## config.mk

```make
export PLATFORM = sky130hd
export DESIGN_NAME = asro_top
export DESIGN_NICKNAME = d
export VERILOG_FILES = /design/src/hdl/asro_pkg.sv /design/src/hdl/asro_acc_if.sv /design/src/hdl/asro_accum.sv /design/src/hdl/asro_top.sv
export SDC_FILE = /design/constraint.sdc
export NUM_CORES = 1
export LEC_CHECK = 0
export BUFFER_PORTS_ARGS = -buffer_cell sky130_fd_sc_hd__clkbuf_2
export CORE_MARGIN = 5
export CORE_UTILIZATION = 45
export DETAILED_ROUTE_END_ITERATION = 8
export GPL_ROUTABILITY_DRIVEN = 0
export PLACE_DENSITY = 0.65
export SKIP_CTS_REPAIR_TIMING = 1
export SYNTH_ARGS = -nofsm -noshare
export SYNTH_HDL_FRONTEND = slang
export SYNTH_SLANG_ARGS = --single-unit
```

## constraint.sdc

```tcl
create_clock -name core_clk -period 4.1 [get_ports core_clk]
set_input_delay 0.41 -clock core_clk [delete_from_list [all_inputs] [get_ports core_clk]]
set_output_delay 0.41 -clock core_clk [all_outputs]
set_load 0.01 [all_outputs]
```

## src/hdl/asro_pkg.sv

```systemverilog
// Constants, field layout and types of the sequence/result/oversampler block.
// Assumes an APB slave with 32-bit data and word-aligned registers.
package asro_pkg;
   // Register byte offsets
   localparam logic [11:0] OFS_SEQ_LEN = 12'h02C;
   localparam logic [11:0] OFS_SLOTS = 12'h034;
   localparam logic [11:0] OFS_RESULT = 12'h04C;
   localparam logic [11:0] OFS_OVS = 12'h080;
   // Field positions and widths
   localparam int SLOT_W = 5;
   localparam int SLOT_COUNT = 6;
   localparam int LEN_LSB = 20;
   localparam int PARTNER_LSB = 16;
   localparam int RES_LSB = 12;
   localparam int TRIGGERED_OVERSAMPLE_BIT = 9;
   localparam int SHIFT_LSB = 5;
   localparam int RATIO_LSB = 2;
   localparam int OVERSAMPLER_ENABLE_BIT = 0;
   localparam logic [3:0] MAX_SHIFT = 4'h8;
   localparam logic [2:0] LAST_SLOT = 3'h5;
   // Reset values
   localparam logic [31:0] RST_SEQ_LEN = 32'h0000_0000;
   localparam logic [31:0] RST_SLOTS = 32'h0000_0000;
   localparam logic [31:0] RST_RESULT = 32'h0000_0000;
   localparam logic [31:0] RST_OVS = 32'h0000_0000;

   typedef enum logic [2:0] {
      ST_IDLE, ST_WAIT_TRIG, ST_START, ST_WAIT_DONE, ST_STORE
   } asro_state_t;

   // Channel held in one slot of the packed slot field
   function automatic logic [4:0] slotField(input logic [29:0] slots,
                                            input logic [2:0] idx);
      slotField = slots[idx*SLOT_W +: SLOT_W];
   endfunction

   // Keeps only the bits of the selected resolution
   function automatic logic [11:0] resMask(input logic [1:0] res);
      unique case (res)
         2'h0: resMask = 12'hFFF;
         2'h1: resMask = 12'h3FF;
         2'h2: resMask = 12'h0FF;
         2'h3: resMask = 12'h03F;
      endcase
   endfunction
endpackage

```

## src/hdl/asro_acc_if.sv

```systemverilog
// Link between sequencer and oversampling accumulator.
// Assumes both ends run on the same core clock.
`timescale 1ns/1ps
interface asro_acc_if;
   logic clr;
   logic add;
   logic [11:0] sample;
   logic [3:0] shiftCode;
   logic [15:0] shifted;
   modport ctl (output clr, output add, output sample, output shiftCode,
                input shifted);
   modport acc (input clr, input add, input sample, input shiftCode,
                output shifted);
endinterface

```

## src/hdl/asro_accum.sv

```systemverilog
// Oversampling accumulator with right shift of the running sum.
// Assumes clear and add never come in the same cycle.
`timescale 1ns/1ps
module asro_accum
   import asro_pkg::*;
(
   // Clock and reset
   input wire logic core_clk,
   input wire logic resetn,
   // Sequencer side
   asro_acc_if.acc accBus
);
   typedef struct packed {
      logic [19:0] sum;
      logic [15:0] shifted;
   } asro_acc_st_t;

   asro_acc_st_t st_reg;
   asro_acc_st_t st_next;
   logic [3:0] shiftEff;

   always_comb begin
      st_next = st_reg;
      // Reserved shift codes act as the largest legal shift
      shiftEff = (accBus.shiftCode > MAX_SHIFT) ? MAX_SHIFT : accBus.shiftCode;
      if (accBus.clr) begin
         st_next.sum = '0;
      end else if (accBus.add) begin
         st_next.sum = st_reg.sum + 20'(accBus.sample);
      end
      // 20-bit sum holds 256 samples of 12 bits without overflow
      st_next.shifted = 16'(st_next.sum >> shiftEff);
   end

   always_ff @(posedge core_clk) begin
      if (!resetn) begin
         st_reg <= '0;
      end else begin
         st_reg <= st_next;
      end
   end

   assign accBus.shifted = st_reg.shifted;
endmodule // asro_accum

```

## src/hdl/asro_top.sv

```systemverilog
// Routine sequencer, result register and oversampler controls over APB.
// Assumes the converter core, triggers and partner run on core_clk.
`timescale 1ns/1ps
module asro_top
   import asro_pkg::*;
#(
   parameter bit FIRST_INSTANCE = 1'b1
) (
   // Clock and reset
   input wire logic core_clk,
   input wire logic resetn,
   // APB slave
   input wire logic psel,
   input wire logic penable,
   input wire logic pwrite,
   input wire logic [11:0] paddr,
   input wire logic [31:0] pwdata,
   output logic [31:0] prdata,
   output logic pready,
   output logic pslverr,
   // Converter state and trigger
   input wire logic converterOn,
   input wire logic convTrigger,
   // Converter core
   output logic convStart,
   output logic [4:0] convChannel,
   output logic [1:0] resolutionSelect,
   input wire logic convDone,
   input wire logic [11:0] convData,
   // Partner converter in synchronous mode
   input wire logic syncMode,
   input wire logic partnerValid,
   input wire logic [15:0] partnerConverterResult,
   // Status
   output logic sequenceDone
);
   typedef struct packed {
      asro_state_t state;
      logic [29:0] slots;
      logic [3:0] sequenceLength;
      logic [1:0] resSel;
      logic triggeredOversample;
      logic [3:0] shift;
      logic [2:0] oversampleRatio;
      logic oversamplerEnable;
      logic [15:0] resultLo;
      logic [15:0] resultHi;
      logic [2:0] slot;
      logic [4:0] chan;
      logic [8:0] sampleCnt;
      logic [31:0] rdata;
      logic seqDone;
   } asro_top_st_t;

   asro_top_st_t st_reg;
   asro_top_st_t st_next;
   asro_acc_if accBus();
   logic wrAccess;
   logic setupPhase;
   logic [8:0] sampleTarget;
   logic [8:0] cntInc;
   logic [2:0] lastSlot;
   logic moreSamples;

   function automatic logic isMapped(input logic [11:0] addr);
      isMapped = (addr == OFS_SEQ_LEN) || (addr == OFS_SLOTS) ||
                 (addr == OFS_RESULT) || (addr == OFS_OVS);
   endfunction

   asro_accum u_accum (
      .core_clk(core_clk),
      .resetn(resetn),
      .accBus(accBus)
   );

   assign setupPhase = psel && !penable;
   // Unmapped or misaligned word addresses write nothing
   assign wrAccess = psel && penable && pwrite && isMapped(paddr);
   // Ratio code k gives 2 << k samples, one when oversampler is off
   assign sampleTarget = st_reg.oversamplerEnable ?
                         (9'h002 << st_reg.oversampleRatio) : 9'h001;
   assign cntInc = st_reg.sampleCnt + 9'h001;
   assign moreSamples = cntInc < sampleTarget;
   // Only six slots exist here, so longer sequences stop at the sixth
   assign lastSlot = (st_reg.sequenceLength > 4'(LAST_SLOT)) ?
                     LAST_SLOT : st_reg.sequenceLength[2:0];

   always_comb begin
      st_next = st_reg;
      st_next.seqDone = 1'b0;
      accBus.clr = 1'b0;
      accBus.add = 1'b0;
      accBus.sample = convData & resMask(st_reg.resSel);
      accBus.shiftCode = st_reg.oversamplerEnable ? st_reg.shift : 4'h0;

      // Read data latched in the setup phase
      if (setupPhase) begin
         unique case (paddr)
            OFS_SEQ_LEN:
               st_next.rdata = 32'(st_reg.sequenceLength) << LEN_LSB;
            OFS_SLOTS: st_next.rdata = {2'h0, st_reg.slots};
            OFS_RESULT: st_next.rdata = {st_reg.resultHi, st_reg.resultLo};
            OFS_OVS: st_next.rdata = {18'h00000, st_reg.resSel, 2'h0,
                                      st_reg.triggeredOversample, st_reg.shift,
                                      st_reg.oversampleRatio, 1'h0,
                                      st_reg.oversamplerEnable};
            default: st_next.rdata = 32'h0000_0000;
         endcase
      end

      // Writes; the result register ignores them
      if (wrAccess) begin
         unique case (paddr)
            OFS_SEQ_LEN:
               st_next.sequenceLength = pwdata[LEN_LSB +: 4];
            OFS_SLOTS: st_next.slots = pwdata[29:0];
            OFS_OVS: begin
               st_next.resSel = pwdata[RES_LSB +: 2];
               if (!converterOn) begin
                  st_next.triggeredOversample = pwdata[TRIGGERED_OVERSAMPLE_BIT];
                  st_next.shift = pwdata[SHIFT_LSB +: 4];
                  st_next.oversampleRatio = pwdata[RATIO_LSB +: 3];
                  st_next.oversamplerEnable = pwdata[OVERSAMPLER_ENABLE_BIT];
               end
            end
            default: ;
         endcase
      end

      // Partner result exists only on the first instance
      if (FIRST_INSTANCE && syncMode && partnerValid) begin
         st_next.resultHi = partnerConverterResult;
      end

      unique case (st_reg.state)
         ST_IDLE: begin
            if (convTrigger) begin
               st_next.slot = 3'h0;
               st_next.sampleCnt = 9'h000;
               st_next.chan = slotField(st_reg.slots, 3'h0);
               st_next.state = ST_START;
            end
         end
         ST_WAIT_TRIG: begin
            if (convTrigger) begin
               st_next.state = ST_START;
            end
         end
         ST_START: begin
            accBus.clr = (st_reg.sampleCnt == 9'h000);
            st_next.state = ST_WAIT_DONE;
         end
         ST_WAIT_DONE: begin
            if (convDone) begin
               accBus.add = 1'b1;
               st_next.sampleCnt = cntInc;
               if (!moreSamples) begin
                  st_next.state = ST_STORE;
               end else if (st_reg.triggeredOversample) begin
                  st_next.state = ST_WAIT_TRIG;
               end else begin
                  st_next.state = ST_START;
               end
            end
         end
         ST_STORE: begin
            st_next.resultLo = accBus.shifted;
            st_next.sampleCnt = 9'h000;
            if (st_reg.slot == lastSlot) begin
               st_next.seqDone = 1'b1;
               st_next.state = ST_IDLE;
            end else begin
               st_next.slot = st_reg.slot + 3'h1;
               st_next.chan = slotField(st_reg.slots, st_reg.slot + 3'h1);
               st_next.state = ST_START;
            end
         end
      endcase
   end

   always_ff @(posedge core_clk) begin
      if (!resetn) begin
         st_reg <= '0;
         st_reg.sequenceLength <= RST_SEQ_LEN[LEN_LSB +: 4];
         st_reg.slots <= RST_SLOTS[29:0];
         st_reg.resultLo <= RST_RESULT[15:0];
         st_reg.resultHi <= RST_RESULT[31:16];
         st_reg.oversamplerEnable <= RST_OVS[OVERSAMPLER_ENABLE_BIT];
      end else begin
         st_reg <= st_next;
      end
   end

   // Zero-wait slave; word accesses only, no byte lanes exist
   assign pready = psel && penable;
   assign pslverr = psel && penable && !isMapped(paddr);
   assign prdata = st_reg.rdata;
   assign convStart = (st_reg.state == ST_START);
   assign convChannel = st_reg.chan;
   assign resolutionSelect = st_reg.resSel;
   assign sequenceDone = st_reg.seqDone;
endmodule // asro_top

```

==> results.ini <==
[run_status]
status = finished clean

[clocking]
numCtsBuffers = 17
cts_tree = done
cts-htree-levels = 4
cts_buffer_depth = 2
clk_pin_slew_ns = 0.07
clk_latency_ns = 0.43
clock_sinks = 166
cts-root-buf = clkbuf_16

[power_and_ir_drop]
seq_power_share = 0.463
ir_drop_mv = 0.297
cellInternalPower_mw = 2.64
pwr-share-clk = 0.454
switching_power_mw = 0.951
switching_share = 0.265
powerDensity_nw_per_um2 = 358
power_leakage_nw = 3.82
power_frac_comb = 0.083

[timing]
fmax_mhz = 283
slew_viol_final = 0
worst_pin_slew_ns = 0.954
relSlewSlack = 0.363
hold_violations = 0
tns_ns = 0
fin_skew_ns = 0.00764
period_minus_slack_ns = 3.53
setup_viol = 0
rsz0062_at_grt = false
post-route-period-util = 0.862

[yosys]
syn_area_per_cell_um2 = 7.85
postSynth.asyncResetShare = 0
synth.yosys.seq_area_share = 0.370
synth_area_um2 = 8990
synth_fp_nets = 1252
synth_edf_count = 0
synth_cell_types = 65
ys_seq_elements = 166
yosys_warnings = 0
synth_flop_cell = dfxtp_1
syn_inst = 1146

[drt]
firstDrtPassIters = 5
drc = 0
wl_per_cell_um = 17.8
viasPerCell = 5.80
routed_wirelength_mm = 25.8
ant_nets = 0
drtIter0Drc = 792
num_vias = 8437

[worst_setup_path]
crit_top_cell = a2bb2oi_1
path_cells = a21boi_0 > ha_1 > a21o_1 > a211oi_1 > or3_1 > and3_1 > xor2_1 > mux2i_1 > a2bb2oi_1 > a2bb2oi_1 > o22ai_1
cp_max_fo = 9
max_stage_delay_ns = 0.59
path_class = reg -> reg
cp-startpoint = resolutionSelect[1]
cp-end-kind = flop
worstReg2RegStart = resolutionSelect[1]
crit_arrival_ns = 3.84
crit_path_start_kind = flop
crit_slowest_cell = dfxtp_1
critPathRequiredTime_ns = 4.40

[floorplanning]
die_w_um = 151
die_h_um = 151
start_util = 0.459
die-area_um2 = 22900
coreArea_um2 = 19600
rows = 51
io-pin-count = 125

[global_routing]
antenna_found_initial = 0
grt_pass1_wl_mm = 40.2
track_usage = 0.222
first_global_vias = 7497
grt_overflow = 0
grt_max_degree = 79

[hold_path]
hold_path_class = in -> reg
min-delay-start = partnerConverterResult[12]

[cells_and_area]
drive_above_1_share = 0.155
n_antenna_cell = 0
final.fill_count = 1997
largest_reg_flops = 90
synthToLayoutAreaGrowth_pct = 11.4
design_area_um2 = 10000
nNetsFinal = 1282

[placement]
place_area_um2 = 9430
portBuffers = 122
hpwl_mm = 18.6

[run]
maxCapViolCount = 0

==> path summary, 6_finish.rpt <==
path         slack [ns]  depth (start not counted)                         to
min reg2reg        0.43                          2                 st_reg[71]
min                0.19                          3                 st_reg[62]
max reg2reg        0.57                         11  u_accum.accBus.shifted[2]
max                0.57                         11  u_accum.accBus.shifted[2]
==> layout make-up <==
type,instances,area (um^2),share of cell area
Clock inverter,13,148,0.0147
Clock buffer,19,443,0.0442
Timing Repair Buffer,136,728,0.0727
Multi-Input combinational cell,847,5010,0.500
Inverter,8,32.5,0.00325
Sequential cell,166,3320,0.332
Tap cell,265,332,0.0331
==> cell usage in the layout, fill, tap and decap left out, types with 4 or more instances in the layout <==
cell       Yosys  routed
a2111o_1       4       4
a211o_1        9       9
xor2_1         7       7
nand4b_1       4       4
nand3_1       33      33
xnor2_1       11      11
nand2_1      193     193
buf_4         41      13
nand2b_1       8       8
nor2_1       113     113
o211ai_1       5       5
a221oi_1      19      19
a211oi_1      30      30
nor4_1        10       9
mux4_2         5       5
nor3_1        42      42
a22oi_1        5       5
a21oi_1      127     127
nor4b_1        4       4
inv_8          0       5
clkbuf_2       0     122
inv_6          0       6
mux2i_1       32      32
o21ai_0       31      31
and2_1        14      14
nor3b_1        7       6
and3_1        15      15
nand4_1        6       6
clkbuf_16      0      17
ha_1          23      23
inv_1          8       7
dfxtp_1      166     166
nor2b_1        9       8
a222oi_1      15      15
a2bb2oi_1      4       4
a21o_1        11      11
==> power groups by stage <==
stage                     combinational [mW]  sequential [mW]  clock, mW
final                                  0.297             1.66       1.63
after global routing                   0.330             1.67       1.73
after CTS                              0.296             1.66       1.65
after detailed placement               0.294             1.70          0
after global placement                 0.292             1.70          0
after floorplan                        0.208             1.69          0
==> critical path, delay by kind of cell (launching register included) <==
kind,cells,cell delay [ns]
xor gates and xnor gates,1,0.38
DFF,1,0.59
AOI/OAI and AO/OA,6,1.46
adders and majority gates,1,0.41
muxes,1,0.19
and+or+nand+nor,2,0.36
==> logic make-up (layout without fill, tap and decap cells) <==
logic type	after synthesis	count (layout)	synth area share
XOR/XNOR	18	18	0.0175
flip-flops	166	166	0.370
AND/OR/NAND/NOR	471	471	0.237
AO/OA/AOI/OAI	297	297	0.218
buffers and inverters	133	176	0.0753
adder cells (fa/ha/maj)	24	24	0.0342
multiplexers	37	37	0.0481
==> Yosys cell counts (all sizes together) (3+ instances only) <==
cell	instances	area [um^2]
inv	8	30.0
nand4	6	37.5
o21ai	33	165
nand3	33	165
nor2b	9	56.3
xor2	7	61.3
a222oi	15	150
mux4	5	113
nor3	42	210
nor4	10	62.6
and2	15	96.3
o311ai	3	26.3
a221oi	19	166
and3	15	93.8
a211o	9	78.8
nand2b	8	50.1
o211ai	5	37.5
a211oi	33	263
ha	23	288
nand4b	4	35.0
a22oi	5	37.5
nor4b	4	35.0
nand2	193	724
xnor2	11	96.3
buf	60	403
nor3b	7	52.6
a2111o	4	45.0
nor2	114	430
o22ai	3	18.8
a21o	11	82.6
dfxtp	166	3320
a2bb2oi	4	35.0
a21oi	127	636
clkbuf	65	244
mux2i	32	320
==> metal layers <==
layer,track usage,up-vias,share of wire
met3,0.0470,27,0.066
met5,0,-,0
met4,0.0666,0,0.019
li1,-,4149,-
met1,0.332,3986,0.49
met2,0.319,275,0.43
==> metrics by stage <==
step	power (mW)	hold WS, ns	util	setup WS, ns	cells
3_3_place_gp	1.99	0.426	0.481	0.662	1422
6_report	3.59	0.189	0.511	0.565	1454
4_1_cts	3.61	0.176	0.511	0.647	1454
5_1_grt	3.72	0.184	0.511	0.355	1454
2_1_floorplan	1.90	0.417	-	1.21	1146
3_5_place_dp	1.99	0.428	0.481	0.658	1422
Note: power is estimated with default switching activity, not from simulation.
